**src/shared/adcc_regs.svh**
```systemverilog
// Register map, field positions, reset values and timing counts of the converter control
`ifndef ADCC_REGS_SVH
`define ADCC_REGS_SVH

// Byte offsets on the register bus
`define ADCC_OFS_STATUS_CONTROL 5'h00
`define ADCC_OFS_RESULT         5'h04
`define ADCC_OFS_CLOCK_CONFIG   5'h08
`define ADCC_OFS_EVT_STATUS     5'h0C
`define ADCC_OFS_EVT_CLEAR      5'h10
`define ADCC_OFS_EVT_ENABLE     5'h14

// Status and control fields
`define ADCC_SCR_DONE_BIT       7
`define ADCC_SCR_IEN_BIT        6
`define ADCC_SCR_CONT_BIT       5
`define ADCC_SCR_CH_MSB         4
`define ADCC_SCR_CH_LSB         0

// Clock configuration fields
`define ADCC_CLK_DIV_MSB        7
`define ADCC_CLK_DIV_LSB        5
`define ADCC_CLK_SRC_BIT        4

// Event bits
`define ADCC_EVT_DONE_BIT       0
`define ADCC_EVT_ABORT_BIT      1

// Reset values
`define ADCC_RST_CHANNEL        5'h1F
`define ADCC_RST_PRESCALE       3'h0
`define ADCC_RST_RESULT         8'h00
`define ADCC_RST_EVT            2'h0

// Channel codes
`define ADCC_CH_POWER_OFF       5'h1F
`define ADCC_CH_LAST_PIN        5'h07

// Conversion timing in converter clock ticks, divide by 16 last input tick and first trial code
`define ADCC_SAMPLE_LAST        3'h7
`define ADCC_BIT_MSB            3'h7
`define ADCC_BIT_LSB            3'h0
`define ADCC_CONV_TICKS_LAST    5'h0F
`define ADCC_DIV16_LAST         4'hF
`define ADCC_DAC_MID            8'h80

`endif

```
**src/shared/adcc_pkg.sv**
```systemverilog
// Types shared by the converter control modules
`default_nettype none
package adcc_pkg;

    // Conversion sequencer states
    typedef enum logic [1:0] {
        ADCC_IDLE,
        ADCC_SAMPLE,
        ADCC_BITS
    } adcc_state_t;

endpackage

`default_nettype wire

```
**src/rtl/adcc_clkdiv.sv**
```systemverilog
// Converter clock source selection and prescaler, producing a tick enable
`timescale 1ns/1ns
`default_nettype none
`include "adcc_regs.svh"

module adcc_clkdiv
    import adcc_pkg::*;
(
    // System clock and reset
    input  wire logic       clk_sys,
    input  wire logic       rst_b,
    // Raw oscillator output clock pin
    input  wire logic       osc_out_clock,
    // Configuration
    input  wire logic       clock_source_select,
    input  wire logic [2:0] clock_prescale,
    // One-cycle converter clock tick
    output logic            adc_tick
);

    logic       osc_meta;      // First synchroniser stage
    logic       osc_sync;      // Second synchroniser stage
    logic       osc_last;      // Edge detect history
    logic [3:0] div_cnt;       // Input ticks seen in this period

    // Input tick: every cycle from the bus clock, each rising edge of the oscillator
    wire        osc_rise = osc_sync & ~osc_last;
    wire        in_tick  = clock_source_select ? 1'b1 : osc_rise;
    // Divide ratio: top bit set means divide by 16, otherwise a power of two
    wire [3:0]  div_pow  = 4'(4'h1 << clock_prescale[1:0]);
    wire [3:0]  div_last = clock_prescale[2] ? `ADCC_DIV16_LAST
                                             : 4'(div_pow - 4'h1);
    wire        period_end = in_tick & (div_cnt >= div_last);

    // Oscillator pin passes two flops before the edge detector looks at it
    always_ff @(posedge clk_sys) begin
        osc_meta <= osc_out_clock;
        osc_sync <= osc_meta;
        osc_last <= osc_sync;
    end

    // Prescaler counter; a shrunken ratio ends the period at the next input tick
    always_ff @(posedge clk_sys) begin
        if (!rst_b) begin
            div_cnt  <= 4'h0;
            adc_tick <= 1'b0;
        end else begin
            adc_tick <= period_end;
            if (period_end) begin
                div_cnt <= 4'h0;
            end else if (in_tick) begin
                div_cnt <= 4'(div_cnt + 4'h1);
            end
        end
    end

    // Bus source with divide by one ticks on every cycle
    chk_div_one: assert property (@(posedge clk_sys) disable iff (!rst_b)
        (clock_source_select && clock_prescale == 3'h0)[*2] |=> adc_tick)
        else $error("bus clock divide by one did not tick every cycle");

    // Oscillator source only ticks after an oscillator edge was seen
    chk_osc_src: assert property (@(posedge clk_sys) disable iff (!rst_b)
        (!clock_source_select && !osc_rise) |=> !adc_tick)
        else $error("oscillator source ticked without an oscillator edge");

endmodule

`default_nettype wire

```
**src/rtl/adcc_top.sv**
```systemverilog
// Successive approximation converter control with register bus slave
//
// Local design decisions: the Avalon-MM interface to the registers and the register addresses.
`timescale 1ns/1ns
`default_nettype none
`include "adcc_regs.svh"

module adcc_top
    import adcc_pkg::*;
(
    // Clock and reset
    input  wire logic        clk_sys,
    input  wire logic        rst_b,
    // Avalon-MM slave
    input  wire logic [4:0]  avs_address,
    input  wire logic        avs_read,
    input  wire logic        avs_write,
    input  wire logic [31:0] avs_writedata,
    input  wire logic [3:0]  avs_byteenable,
    output logic [31:0]      avs_readdata,
    output logic             avs_waitrequest,
    // Oscillator output clock pin
    input  wire logic        osc_out_clock,
    // Processor power modes
    input  wire logic        stop_mode,
    input  wire logic        wait_mode,
    // Analog core
    input  wire logic        cmp_above,
    output logic [4:0]       channel_select,
    output logic [7:0]       dac_code,
    output logic             sample_hold,
    output logic             adc_power_off,
    output logic             adc_settling,
    // Port pin override
    output logic [7:0]       analog_pin_sel,
    // Interrupt and wake-up
    output logic             irq,
    output logic             wake_req
);

    adcc_state_t state;            // Sequencer state
    adcc_state_t next_state;
    logic        conv_int_enable;  // Interrupt enable bit
    logic        conv_done_flag;   // Completion flag
    logic        continuous_conv;  // Continuous mode bit
    logic [2:0]  clock_prescale;   // Prescaler code
    logic        clock_source_select; // 1 selects bus clock
    logic [7:0]  adc_result;       // Result register
    logic        irq_pend;         // Pending conversion interrupt
    logic [1:0]  evt_status;       // Sticky events
    logic [1:0]  evt_enable;       // Event interrupt enables
    logic        run_req;          // A conversion is owed after stop
    logic        stop_last;        // Stop mode history for exit detect
    logic [2:0]  samp_cnt;         // Sample phase tick counter
    logic [2:0]  bit_idx;          // Bit under trial
    logic [4:0]  conv_ticks;       // Ticks since start, checking only
    logic        cmp_meta;         // Comparator first stage
    logic        cmp_sync;         // Comparator second stage
    logic        adc_tick;         // Converter clock enable
    logic [7:0]  next_dac;
    logic [2:0]  next_samp;
    logic [2:0]  next_bit;

    // Bus decode; a request is taken on the edge where waitrequest is low
    wire        bus_take   = ~avs_waitrequest;
    wire        lane0      = avs_byteenable[0];
    wire        hit_scr    = avs_address == `ADCC_OFS_STATUS_CONTROL;
    wire        hit_res    = avs_address == `ADCC_OFS_RESULT;
    wire        hit_clk    = avs_address == `ADCC_OFS_CLOCK_CONFIG;
    wire        hit_evs    = avs_address == `ADCC_OFS_EVT_STATUS;
    wire        hit_evc    = avs_address == `ADCC_OFS_EVT_CLEAR;
    wire        hit_eve    = avs_address == `ADCC_OFS_EVT_ENABLE;
    wire        wr_scr     = bus_take & avs_write & lane0 & hit_scr;
    wire        wr_clk     = bus_take & avs_write & lane0 & hit_clk;
    wire        wr_evc     = bus_take & avs_write & lane0 & hit_evc;
    wire        wr_eve     = bus_take & avs_write & lane0 & hit_eve;
    wire        rd_res     = bus_take & avs_read & hit_res;
    wire [4:0]  wr_ch      = avs_writedata[`ADCC_SCR_CH_MSB:`ADCC_SCR_CH_LSB];
    wire        wr_off     = wr_ch == `ADCC_CH_POWER_OFF;

    // Read values; the flag is masked while interrupts are enabled
    wire        done_vis   = conv_done_flag & ~conv_int_enable;
    wire [7:0]  scr_val    = {done_vis, conv_int_enable, continuous_conv, channel_select};
    wire [7:0]  clk_val    = {clock_prescale, clock_source_select, 4'h0};
    wire [7:0]  rd_mux     = hit_scr ? scr_val
                           : hit_res ? adc_result
                           : hit_clk ? clk_val
                           : hit_evs ? {6'h00, evt_status}
                           : hit_eve ? {6'h00, evt_enable}
                           : 8'h00;

    // Sequencer events
    wire        busy       = state != ADCC_IDLE;
    wire        powered    = channel_select != `ADCC_CH_POWER_OFF;
    wire        stop_exit  = stop_last & ~stop_mode;
    wire [7:0]  bit_mask   = 8'(8'h01 << bit_idx);
    // Reserved codes convert whatever the mux delivers
    wire [7:0]  trial_res  = cmp_sync ? dac_code : (dac_code & ~bit_mask);
    wire        done_evt   = (state == ADCC_BITS) & adc_tick & (bit_idx == `ADCC_BIT_LSB)
                           & ~stop_mode & ~wr_scr;
    wire        abort_evt  = busy & (stop_mode | wr_scr);
    wire        pin_chan   = channel_select <= `ADCC_CH_LAST_PIN;
    wire [7:0]  pin_onehot = 8'(8'h01 << channel_select[2:0]);
    wire [1:0]  evt_set    = {abort_evt, done_evt};

    // Converter clock prescaler
    adcc_clkdiv u_clkdiv (
        .clk_sys             (clk_sys),
        .rst_b               (rst_b),
        .osc_out_clock       (osc_out_clock),
        .clock_source_select (clock_source_select),
        .clock_prescale      (clock_prescale),
        .adc_tick            (adc_tick)
    );

    // Comparator crosses from the analog core through two flops
    always_ff @(posedge clk_sys) begin
        cmp_meta <= cmp_above;
        cmp_sync <= cmp_meta;
    end

    // Bus answer: one wait cycle, read data loaded as waitrequest drops
    always_ff @(posedge clk_sys) begin
        if (!rst_b) begin
            avs_waitrequest <= 1'b1;
            avs_readdata    <= 32'h0000_0000;
        end else begin
            avs_waitrequest <= ~((avs_read | avs_write) & avs_waitrequest);
            if (avs_read & avs_waitrequest) begin
                avs_readdata <= {24'h00_0000, rd_mux};
            end
        end
    end

    // Software owned fields; the written done bit position is ignored
    always_ff @(posedge clk_sys) begin
        if (!rst_b) begin
            conv_int_enable     <= 1'b0;
            continuous_conv     <= 1'b0;
            channel_select      <= `ADCC_RST_CHANNEL;
            clock_prescale      <= `ADCC_RST_PRESCALE;
            clock_source_select <= 1'b0;
            evt_enable          <= `ADCC_RST_EVT;
        end else begin
            if (wr_scr) begin
                conv_int_enable <= avs_writedata[`ADCC_SCR_IEN_BIT];
                continuous_conv <= avs_writedata[`ADCC_SCR_CONT_BIT];
                channel_select  <= wr_ch;
            end
            if (wr_clk) begin
                clock_prescale      <= avs_writedata[`ADCC_CLK_DIV_MSB:`ADCC_CLK_DIV_LSB];
                clock_source_select <= avs_writedata[`ADCC_CLK_SRC_BIT];
            end
            if (wr_eve) begin
                evt_enable <= avs_writedata[1:0];
            end
        end
    end

    // Completion flag, pending interrupt and events; a set beats a clear
    always_ff @(posedge clk_sys) begin
        if (!rst_b) begin
            conv_done_flag <= 1'b0;
            irq_pend       <= 1'b0;
            adc_result     <= `ADCC_RST_RESULT;
            evt_status     <= `ADCC_RST_EVT;
        end else begin
            if (done_evt & ~conv_int_enable) begin
                conv_done_flag <= 1'b1;
            end else if (rd_res) begin
                conv_done_flag <= 1'b0;
            end
            if (done_evt & conv_int_enable) begin
                irq_pend <= 1'b1;
            end else if (rd_res | wr_scr) begin
                irq_pend <= 1'b0;
            end
            if (done_evt) begin
                adc_result <= trial_res;
            end
            evt_status <= evt_set | (evt_status & ~(wr_evc ? avs_writedata[1:0] : 2'h0));
        end
    end

    // Sequencer next state: a control write restarts unless it selects power off, stop aborts
    always_comb begin
        next_state = state;
        next_dac   = dac_code;
        next_samp  = samp_cnt;
        next_bit   = bit_idx;
        if (stop_mode) begin
            next_state = ADCC_IDLE;
        end else if (wr_scr | (stop_exit & run_req & powered)) begin
            next_state = wr_scr & wr_off ? ADCC_IDLE : ADCC_SAMPLE;
            next_samp  = 3'h0;
        end else if (adc_tick) begin
            unique case (state)
                ADCC_IDLE: begin
                    next_state = ADCC_IDLE;
                end
                ADCC_SAMPLE: begin
                    next_samp = 3'(samp_cnt + 3'h1);
                    if (samp_cnt == `ADCC_SAMPLE_LAST) begin
                        next_state = ADCC_BITS;
                        next_bit   = `ADCC_BIT_MSB;
                        next_dac   = `ADCC_DAC_MID;
                    end
                end
                ADCC_BITS: begin
                    next_dac = trial_res;
                    if (bit_idx == `ADCC_BIT_LSB) begin
                        next_state = continuous_conv ? ADCC_SAMPLE : ADCC_IDLE;
                        next_samp  = 3'h0;
                    end else begin
                        next_bit = 3'(bit_idx - 3'h1);
                        next_dac = trial_res | 8'(bit_mask >> 1);
                    end
                end
            endcase
        end
    end

    // Sequencer registers and the owed-conversion memory across stop
    always_ff @(posedge clk_sys) begin
        if (!rst_b) begin
            state     <= ADCC_IDLE;
            dac_code  <= 8'h00;
            samp_cnt  <= 3'h0;
            bit_idx   <= 3'h0;
            run_req   <= 1'b0;
            stop_last <= 1'b0;
        end else begin
            state     <= next_state;
            dac_code  <= next_dac;
            samp_cnt  <= next_samp;
            bit_idx   <= next_bit;
            stop_last <= stop_mode;
            if (wr_scr) begin
                run_req <= ~wr_off;
            end else if (done_evt & ~continuous_conv) begin
                run_req <= 1'b0;
            end
        end
    end

    // Analog side controls; settling marks the first conversion after wake or power up
    always_ff @(posedge clk_sys) begin
        if (!rst_b) begin
            sample_hold    <= 1'b0;
            adc_power_off  <= 1'b1;
            adc_settling   <= 1'b0;
            analog_pin_sel <= 8'h00;
        end else begin
            sample_hold   <= next_state == ADCC_SAMPLE;
            adc_power_off <= ~powered | stop_mode;
            if (stop_exit | (wr_scr & ~powered)) begin
                adc_settling <= 1'b1;
            end else if (done_evt) begin
                adc_settling <= 1'b0;
            end
            // Port logic forces this pin to analog input and reads it as zero
            analog_pin_sel <= pin_chan ? pin_onehot : 8'h00;
        end
    end

    // Interrupt level: pending conversion or enabled sticky event; wake in wait on a pending conversion only
    always_ff @(posedge clk_sys) begin
        if (!rst_b) begin
            irq      <= 1'b0;
            wake_req <= 1'b0;
        end else begin
            irq      <= irq_pend | (|(evt_status & evt_enable));
            wake_req <= wait_mode & irq_pend;
        end
    end

    // Helper: converter ticks since the conversion started
    always_ff @(posedge clk_sys) begin
        if (!rst_b) begin
            conv_ticks <= 5'h00;
        end else if (next_state == ADCC_SAMPLE && !busy) begin
            conv_ticks <= 5'h00;
        end else if (wr_scr) begin
            conv_ticks <= 5'h00;
        end else if (done_evt) begin
            // Continuous mode stays busy, so restart the count at each completion
            conv_ticks <= 5'h00;
        end else if (busy && adc_tick) begin
            conv_ticks <= 5'(conv_ticks + 5'h01);
        end
    end

    chk_irq_gated: assert property (@(posedge clk_sys) disable iff (!rst_b)
        irq_pend |-> conv_int_enable || $past(conv_int_enable))
        else $error("pending interrupt without the enable bit");
    chk_irq_raise: assert property (@(posedge clk_sys) disable iff (!rst_b)
        done_evt && conv_int_enable |=> ##1 irq)
        else $error("enabled completion did not raise the interrupt");
    chk_flag_hold: assert property (@(posedge clk_sys) disable iff (!rst_b)
        conv_done_flag && !rd_res |=> conv_done_flag)
        else $error("done flag dropped without a result read");
    chk_flag_masked: assert property (@(posedge clk_sys) disable iff (!rst_b)
        $rose(conv_done_flag) |-> !$past(conv_int_enable))
        else $error("done flag set while interrupts enabled");
    chk_irq_clear: assert property (@(posedge clk_sys) disable iff (!rst_b)
        (rd_res || wr_scr) && !done_evt |=> !irq_pend)
        else $error("pending interrupt survived a clearing access");
    chk_conv_length: assert property (@(posedge clk_sys) disable iff (!rst_b)
        done_evt |-> conv_ticks == `ADCC_CONV_TICKS_LAST)
        else $error("conversion did not take sixteen converter ticks");
    chk_cont_repeat: assert property (@(posedge clk_sys) disable iff (!rst_b)
        done_evt && continuous_conv |=> state == ADCC_SAMPLE)
        else $error("continuous mode did not start the next conversion");
    chk_single_stop: assert property (@(posedge clk_sys) disable iff (!rst_b)
        done_evt && !continuous_conv |=> state == ADCC_IDLE)
        else $error("single mode converted more than once");
    chk_result_load: assert property (@(posedge clk_sys) disable iff (!rst_b)
        done_evt |=> adc_result == $past(trial_res))
        else $error("result register not overwritten at completion");
    chk_stop_abort: assert property (@(posedge clk_sys) disable iff (!rst_b)
        stop_mode |=> state == ADCC_IDLE && adc_power_off)
        else $error("stop mode did not abort the conversion");
    chk_power_off: assert property (@(posedge clk_sys) disable iff (!rst_b)
        channel_select == `ADCC_CH_POWER_OFF |=> adc_power_off)
        else $error("all-ones channel code left the converter powered");
    chk_pin_force: assert property (@(posedge clk_sys) disable iff (!rst_b)
        channel_select <= `ADCC_CH_LAST_PIN |=> analog_pin_sel[$past(channel_select[2:0])])
        else $error("selected pin not forced to analog input");

endmodule

`default_nettype wire

```
**config.mk**
```make
export PLATFORM = sky130hd
export DESIGN_NAME = adcc_top
export DESIGN_NICKNAME = d
export VERILOG_FILES = /design/src/shared/adcc_pkg.sv /design/src/rtl/adcc_clkdiv.sv /design/src/rtl/adcc_top.sv
export VERILOG_INCLUDE_DIRS = /design/src /design/src/shared
export SDC_FILE = /design/constraint.sdc
export NUM_CORES = 1
export LEC_CHECK = 0
export BUFFER_PORTS_ARGS = -buffer_cell sky130_fd_sc_hd__buf_2
export CAP_MARGIN = 15
export CORE_MARGIN = 8
export CORE_UTILIZATION = 56
export CTS_CLUSTER_SIZE = 14
export DETAILED_ROUTE_END_ITERATION = 12
export PLACE_DENSITY = 0.87
export RECOVER_POWER = 100
export SLEW_MARGIN = 15
export SYNTH_ARGS = -nofsm -noshare
export SYNTH_HDL_FRONTEND = slang
export SYNTH_HIERARCHICAL = 1
export SYNTH_SLANG_ARGS = --single-unit
```
**constraint.sdc**
```tcl
create_clock -name clk_sys -period 4.8 [get_ports clk_sys]
set_input_delay 0.72 -clock clk_sys [delete_from_list [all_inputs] [get_ports clk_sys]]
set_output_delay 0.72 -clock clk_sys [all_outputs]
set_load 0.02 [all_outputs]
```
==> flow_summary.toml, run 1 <==
[yosys]
synth_edf_count = 0
synth.distinct_cells = 48
synth_flop_cell = "dfxtp_1"
ys_seq_area_frac = 0.415
yosysTopAreaCellShare = 0.415
yosys_warnings = 6
netlist_top_cells_area = "dfxtp_1 42%, nand2_1 7.0%, ha_1 5.2%, buf_4 5.0%, a21boi_0 3.9%"
yosysTopAreaCell = "dfxtp_1"
synth.cell_area_um2 = 3610
synth_cells = 431
ys_ff_latch = 75
synth_async_sr_flop_share = 0
syn_avg_cell_area_um2 = 8.39

[detailed_routing]
ant_nets = 0
drc = 0
drtIter0Drc = 181
drtPass1Iterations = 4
wl_per_cell_um = 14.9
drt_wl_total_um = 8420
vias = 3157
via_per_inst = 5.59

[cells_and_area]
final_area_um2 = 4020
layout_commonest_cell = "dfxtp_1"
antenna_cells = 0
drive_above_1_share = 0.0840
fin_nets = 547
area_growth_pct = 11.1
nFillCells = 551
mostFrequentLayoutCells = "75 x dfxtp_1, 67 x nand2_1, 37 x clkbuf_1"

[placement]
post-dp-hpwl_um = 6220
io_buffers = 56
gp_congestion = 0.924
place_area_um2 = 3840
place_ws_ns = 1.93

[sta]
fin_ws_ns = 1.77
worst_slew_pin_slew_ns = 2.18
max_freq_mhz = 330
relSlewSlack = -0.456
finalCritPeriodShare = 0.631
rsz0062_at_grt = "no"
period_minus_slack_ns = 3.03
fin_worst_skew_ns = 0.0112
setup_tns_ns = 0
finalMaxSlewViolations = 63
hold_viol_final = 0
finalSetupViolations = 0

[floorplanning]
die_w_um = 96.3
fp-row-count = 29
core_region_area_um2 = 6310
dieHeight_um = 96.3
die_area_um2 = 9280
start_util = 0.573
pin_count = 108

[critical_path]
path_cells = "clkbuf_1, nor4bb_1, and2_0, or4_1, a21oi_1, o21a_1"
crit_fanout = 14
required_ns = 5.04
critPathArrivalTime_ns = 3.27
slowest_stage = "nor4bb_1"
endpoint_kind = "flop"
crit_path_max_incr_delay_ns = 0.75
critPathLaunchType = "input pin"
path_class = "in -> reg"

[global_routing]
grt_pass1_vias = 3018
grt_pass1_wl_um = 13500
grt_start_max_net_pins = 63
antenna_found_initial = 0
grt_usage = 0.184
overflow = 0

[clock_tree]
cts.repair.resized = 0
clock_sinks = 75
insertion_delay_ns = 0.36
cts_tree = "built"
cts_buffers = 9
cts_setup_buffers = 0
cts_hold_buffers = 0
clockBufferDepth = 2
cts.clk_slew.worst_paths_ns = 0.08
cts_max_level = 3
root_buffer = "clkbuf_8"

[pwr]
peakVddDrop_mv = 0.309
p_leak_uw = 0.00162
p_per_area_nw_per_um2 = 316

[flow_run]
cap_violations = 1

[worst_hold_path]
min_path_type = "reg -> reg"

[status]
outcome = "complete, but fails checks"
violations = "max-capacitance violations, max-slew violations"
power breakdown:
part	total (uW)	leakage [uW]	internal, uW	switching [uW]
registers	634	0.000608	629	5.19
logic	77.0	0.000899	22.0	55.1
clock network	556	0.000113	302	255
total	1270	0.00162	953	315
critical path: cells and delay by family:
| family | cells | cell delay (ns) |
|---|---|---|
| simple gates | 3 | 2.02 |
| compound gates | 2 | 0.29 |
| buf+inv | 1 | 0.23 |
synthesized netlist by cell type (5+ instances only):
| master | count |
|---|---|
| nor2b_1 | 11 |
| buf_4 | 24 |
| inv_1 | 16 |
| dfxtp_1 | 75 |
| and2_1 | 11 |
| ha_1 | 15 |
| o211ai_1 | 8 |
| o22ai_1 | 5 |
| o21ai_0 | 22 |
| and3_1 | 5 |
| a21boi_0 | 19 |
| nand2_1 | 67 |
| clkbuf_1 | 11 |
| nand2b_1 | 7 |
| a221oi_1 | 6 |
| a21oi_1 | 14 |
| nand3_1 | 25 |
| nor3_1 | 7 |
| nor2_1 | 31 |
| mux2i_1 | 6 |
through the flow:
stage                     instances  hold slack (ns)  utilization  total power, uW
after floorplan                 454            0.310            -              715
after global placement          549            0.311        0.608              723
after detailed placement        549            0.319        0.608              725
after CTS                       565            0.339        0.644             1270
after global routing            565            0.346        0.636             1310
final                           565            0.333        0.636             1270
sequential cells by signal, summed over array words and instances, names as in the netlist, 4 cells and up:
name	cells
adc_result	8
analog_pin_sel	8
avs_readdata	8
channel_select	5
dac_code	8
u_clkdiv/div_cnt	4
kinds of logic (layout without fill, tap and decap cells):
logic type	after synthesis	after routing	synth area share
simple gates	180	180	0.240
compound gates	97	97	0.184
flops	75	75	0.415
buf+inv	55	89	0.0851
fa+ha+maj	15	15	0.0519
mux	8	8	0.0228
other cells	1	24	0.00104
final timing paths:
path                       end  cells past startpoint  slack [ns]         startpoint
min reg2reg  u_clkdiv/osc_sync                      0        0.33  u_clkdiv/osc_meta
max                 bit_idx[2]                      6        1.77     avs_address[2]
max reg2reg         bit_idx[2]                      5        2.02    avs_waitrequest
min          u_clkdiv/osc_sync                      0        0.33  u_clkdiv/osc_meta
layer usage:
metal  routed length [um]  GRT usage
met1                 3620      0.213
met2                 3980      0.316
met3                  708     0.0538
met4                  101     0.0656
met5                    0          0
area by class of cell:
| class | count | area, um2 | share of cell area |
|---|---|---|---|
| multi-input cells | 324 | 1890 | 0.470 |
| well taps | 77 | 96.3 | 0.0240 |
| clock inverters | 7 | 105 | 0.0262 |
| repair buffers | 57 | 241 | 0.0601 |
| flip-flops and latches | 75 | 1500 | 0.374 |
| clock buffers | 9 | 124 | 0.0308 |
| inverters | 16 | 60.1 | 0.0150 |
(Power assumes the default switching activity.)
==> run 2, diff against run 1 <==
CORE_UTILIZATION = 52   (was 56)
PLACE_DENSITY = 0.81   (was 0.87)
clock period = 3.1 ns   (was 4.8 ns; I/O delays follow)
==> run 2 against run 1 <==
The flow still finishes with violations (max-capacitance violations, max-slew violations); final area down 0.37%; largest cell class unchanged; combinational power grew 58%; global-route usage is 1.4 points lower; cell count up 1.4%; sequential cell count is the same; die area is 6.4% higher; clock skew rose by 0.00094 ns; worst hold slack worse by 0.13 ns; setup slack worse by 1.1 ns.
==> flow_summary.toml, run 2 (synthesis gave the netlist of run 1 again) <==
[floorplanning]
dieHeight_um = 99.4
start_util = 0.535
die_w_um = 99.4
fp-row-count = 30
die_area_um2 = 9880
pin_count = 108
core_region_area_um2 = 6760

[cells_and_area]
fin_nets = 552
drive_above_1_share = 0.0892
antenna_cells = 0
area_growth_pct = 10.7
final_area_um2 = 4000
mostFrequentLayoutCells = "75 x dfxtp_1, 67 x nand2_1, 39 x clkbuf_1"
layout_commonest_cell = "dfxtp_1"

[pwr]
peakVddDrop_mv = 0.216
pwr-share-clk = 0.388
p_per_area_nw_per_um2 = 451
p_leak_uw = 0.00161
p_comb_frac = 0.067
cellInternalPower_uw = 1310
netSwitchingFraction = 0.273
pwr-share-seq = 0.544
power_uw = 1800
switching_power_uw = 493

[critical_path]
path_class = "reg -> reg"
crit_fanout = 14
critPathLaunchType = "flop"
endpoint_kind = "flop"
critPathArrivalTime_ns = 2.67
required_ns = 3.34

[sta]
hold_viol_final = 0
finalCritPeriodShare = 0.783
max_freq_mhz = 412
fin_worst_skew_ns = 0.0121
relSlewSlack = -0.130
worst_slew_pin_slew_ns = 1.70
finalMaxSlewViolations = 46
setup_tns_ns = 0
rsz0062_at_grt = "no"
finalSetupViolations = 0
period_minus_slack_ns = 2.43

[clock_tree]
cts_buffers = 9
cts.clk_slew.worst_paths_ns = 0.08
clock_sinks = 75
cts_hold_buffers = 0
cts_max_level = 3
clockBufferDepth = 2
root_buffer = "clkbuf_8"
cts_setup_buffers = 0
insertion_delay_ns = 0.36
cts_tree = "built"
cts.repair.resized = 0

[global_routing]
grt_pass1_vias = 2999
antenna_found_initial = 0
overflow = 0
grt_pass1_wl_um = 13800
grt_start_max_net_pins = 46
grt_usage = 0.170

[detailed_routing]
vias = 3157
drtIter0Drc = 181
drtPass1Iterations = 5
ant_nets = 0
drc = 0
via_per_inst = 5.51
wl_per_cell_um = 14.7
drt_wl_total_um = 8420

[placement]
io_buffers = 56
gp_congestion = 0.930
post-dp-hpwl_um = 6280
place_area_um2 = 3880

[status]
violations = "max-capacitance violations, max-slew violations"
outcome = "complete, but fails checks"

[flow_run]
cap_violations = 1

[worst_hold_path]
min_path_type = "in -> reg"
run 2: cell count changes in the layout (fill, tap and decap cells not counted), moves of 2 or more:
cell	previous run	this run
buf_4	1	3
bufinv_16	2	0
clkbuf_1	37	39
clkinv_4	0	3
run 2: layout make-up:
type                            instances  area [um2]
Tap cell                               80         100
Sequential cell                        75        1500
Clock buffer                            9         124
Inverter                               16        60.1
Clock inverter                          7        60.1
Timing Repair Buffer                   62         269
Multi-Input combinational cell        324        1890
Fill cell                             616        2760
run 2: through the flow:
stage	setup slack, ns	instances	hold WS (ns)	utilization
global route	0.417	573	0.193	0.592
detailed placement	0.782	557	0.320	0.574
finish	0.673	573	0.207	0.592
CTS	0.963	573	0.192	0.601
floorplan	0.875	454	0.310	-
global placement	0.818	557	0.310	0.574
run 2: worst paths after layout:
path                           from                 to  slack (ns)  depth (start not counted)
hold / removal        osc_out_clock  u_clkdiv/osc_meta        0.21                          1
setup reg to reg    avs_waitrequest         bit_idx[2]        0.67                          6
hold reg to reg   u_clkdiv/osc_meta  u_clkdiv/osc_sync        0.34                          0
setup / recovery    avs_waitrequest         bit_idx[2]        0.67                          6
run 2: per-layer routing:
layer | up-vias | track usage | share of wire
li1 | 1556 | - | -
met1 | 1456 | 0.200 | 0.44
met2 | 127 | 0.279 | 0.46
met3 | 18 | 0.0454 | 0.081
met4 | 0 | 0.0838 | 0.021
met5 | - | 0 | 0
run 2: power by group through the flow:
| stage | Combinational, uW | Clock, uW | Sequential [uW] |
|---|---|---|---|
| after global placement | 118 | 0 | 1000 |
| after floorplan | 95.8 | 0 | 1010 |
| after detailed placement | 121 | 0 | 1000 |
| after global routing | 133 | 758 | 984 |
| after CTS | 122 | 715 | 982 |
| final | 122 | 700 | 982 |
run 2: critical path, cell delays in order, from the launching register on:
cell and delay (ns):
dfxtp_1 0.38, nor4bb_1 0.31, clkbuf_1 0.26, and2_0 0.60, or4_1 0.49, a21oi_1 0.07, o21a_1 0.20
==> run 3, diff against run 2 <==
ABC_AREA = 1   (was default)
CORE_UTILIZATION = 46   (was 52)
PLACE_DENSITY = 0.76   (was 0.81)
clock period = 2.2 ns   (was 3.1 ns; I/O delays follow)
==> run 3 against run 2 <==
The run now ends clean; area after synthesis fell by 0.59%; largest cell class unchanged; sequential power rose by 42%; critical path type unchanged; critical path depth rose by 3; combinational power rose by 48%; die area rose by 10%; sequential cell count did not move.
==> flow_summary.toml, run 3 <==
[clock_tree]
clock_sinks = 75
cts_tree = "built"
cts_max_level = 3
cts.repair.resized = 0
cts_buffers = 9
insertion_delay_ns = 0.36
cts_setup_buffers = 0
cts_hold_buffers = 0
cts.clk_slew.worst_paths_ns = 0.09
clockBufferDepth = 2
root_buffer = "clkbuf_8"

[critical_path]
path_class = "reg -> reg"
critPathLaunchType = "flop"
endpoint_kind = "flop"
path_delay_family = "simple AND/OR/NAND/NOR gates"
r2r_slack_ns = 0.34
required_ns = 2.44
r2r_start = "channel_select[1]"
path_cells = "nand2_1, nor2_1, nand2_2, nand2_4, nand2_4, nor2_4, inv_1, nor3_1, nor2_1"
slowest_stage = "dfxtp_1"
r2r_cells = 9
crit_fanout = 12
crit_path_max_incr_delay_ns = 0.46
crit_buf_inv = 1
critPathArrivalTime_ns = 2.11
timing.rr.end = "bit_idx[0]"

[floorplanning]
die_area_um2 = 10900
fp-row-count = 32
dieHeight_um = 104
start_util = 0.470
die_w_um = 104
pin_count = 108
core_region_area_um2 = 7650

[global_routing]
top_usage_layer = "met2"
grt_start_max_net_pins = 37
overflow = 0
grt_pass1_wl_um = 14900
antenna_found_initial = 0
grt_pass1_vias = 3225
grt.met2_usage = 0.264
grt_usage = 0.162
grt_use_met1 = 0.192
gr-usage-met3 = 0.0620

[sta]
worst_slew_pin_slew_ns = 1.43
relSlewSlack = 0.0455
hold_viol_final = 0
rsz0062_at_grt = "no"
max_freq_mhz = 537
finalSetupViolations = 0
setup_tns_ns = 0
fin_worst_skew_ns = 0.0107
finalCritPeriodShare = 0.847
period_minus_slack_ns = 1.86
finalMaxSlewViolations = 0

[cells_and_area]
drive_above_1_share = 0.0963
mostFrequentLayoutCells = "90 x nand2_1, 75 x dfxtp_1, 56 x inv_1"
final_core_util = 0.521
layout_commonest_cell = "nand2_1"
fin_nets = 599
area_growth_pct = 11.0
antenna_cells = 0

[worst_hold_path]
hold_depth = 1
min-delay-start = "cmp_above"
min_path_type = "in -> reg"
min_delay_worst_endpoint = "cmp_meta"

[yosys]
synth_cells = 478
yosys_warnings = 6
yosysTopAreaCell = "dfxtp_1"
yosysTopAreaCellShare = 0.418
synth_edf_count = 0
synth_flop_cell = "dfxtp_1"
syn_avg_cell_area_um2 = 7.52
netlist_top_cells_area = "dfxtp_1 42%, nand2_1 9.3%, a21oi_1 7.1%, inv_1 5.7%, o21ai_0 5.4%"
synth_async_sr_flop_share = 0
ys_ff_latch = 75
synth_most_common_cell = "nand2_1"
ys_seq_area_frac = 0.418
synth.cell_area_um2 = 3590
synth.distinct_cells = 33
synth_commonest_cells = "89 x nand2_1, 75 x dfxtp_1, 55 x inv_1"

[detailed_routing]
via_per_inst = 5.02
wl_per_cell_um = 13.2
drtIter0Drc = 201
drtPass1Iterations = 5
drc = 0
drt_wl_total_um = 8500
ant_nets = 0
vias = 3223

[flow_run]
cap_violations = 0

[pwr]
peakVddDrop_mv = 0.446
p_leak_uw = 0.00175
p_per_area_nw_per_um2 = 639

[status]
outcome = "complete, no violations"

[placement]
post-dp-hpwl_um = 6400
gp_congestion = 0.927
io_buffers = 56
-- run 3: cell count changes in the layout (fill, tap and decap cells not counted), sizes merged, moves of 6 or more --
cell	previous run	this run
nand2b	7	0
mux2i	6	0
a221oi	6	0
nor2	31	39
and2	11	0
inv	19	60
o21ai	23	40
nand2	68	97
a21boi	20	0
nand4	1	13
nor2b	11	0
a21oi	14	51
-- run 3: cells by family after synthesis --
kind of cell | count (synthesis) | synth area share
buffers and inverters | 93 | 0.126
AND/OR/NAND/NOR | 186 | 0.236
AO/OA/AOI/OAI | 106 | 0.161
adder cells (fa/ha/maj) | 15 | 0.0522
flip-flops | 75 | 0.418
XOR/XNOR | 2 | 0.00488
other | 1 | 0.00104
-- run 3: final cells by class --
| type | instances | area (um2) |
|---|---|---|
| clock buffer | 9 | 124 |
| clock inverter | 7 | 58.8 |
| fill | 758 | 3660 |
| inverter | 58 | 218 |
| multi-input combinational | 333 | 1710 |
| sequential | 75 | 1500 |
| tap | 102 | 128 |
| timing repair buffer | 58 | 246 |
-- run 3: how the worst max path moves through the flow --
stage / endpoint / start / slack (ns) / cells after the start
finish: bit_idx[0] / channel_select[1] / 0.34 / 9
global route: bit_idx[0] / channel_select[1] / 0.09 / 9
CTS: adc_result[7] / state[0] / 0.43 / 8
detailed placement: adc_result[0] / avs_address[1] / 0.45 / 9
global placement: bit_idx[0] / avs_address[3] / 0.49 / 10
floorplan: samp_cnt[0] / state[0] / 0.71 / 9
-- run 3: through the flow --
stage	setup WS (ns)	std cells	power (uW)	hold WS (ns)	cell area [um2]
3_5_place_dp	0.449	626	1600	0.314	3870
3_3_place_gp	0.486	626	1600	0.311	3870
2_1_floorplan	0.706	501	1570	0.310	3680
5_1_grt	0.0919	642	2660	0.0619	3990
4_1_cts	0.431	642	2570	0.0589	4050
6_report	0.336	642	2550	0.0716	3990
-- run 3: power by group --
| part | leakage (uW) | switching [uW] | internal (uW) |
|---|---|---|---|
| Clock | 0.0000868 | 556 | 424 |
| Sequential | 0.000608 | 11.8 | 1380 |
| Combinational | 0.00105 | 137 | 43.8 |
-- run 3: per-layer routing --
metal / share of wire / up-vias
li1: - / 1639
met1: 0.44 / 1451
met2: 0.46 / 122
met3: 0.085 / 11
met4: 0.013 / 0
met5: 0 / -
-- run 3: worst reg2reg max path: stages, from the launching register on --
cell and delay (ns):
dfxtp_1 0.46, nand2_1 0.14, nor2_1 0.14, nand2_2 0.10
nand2_4 0.12, nand2_4 0.08, nor2_4 0.25, inv_1 0.22
nor3_1 0.18, nor2_1 0.06
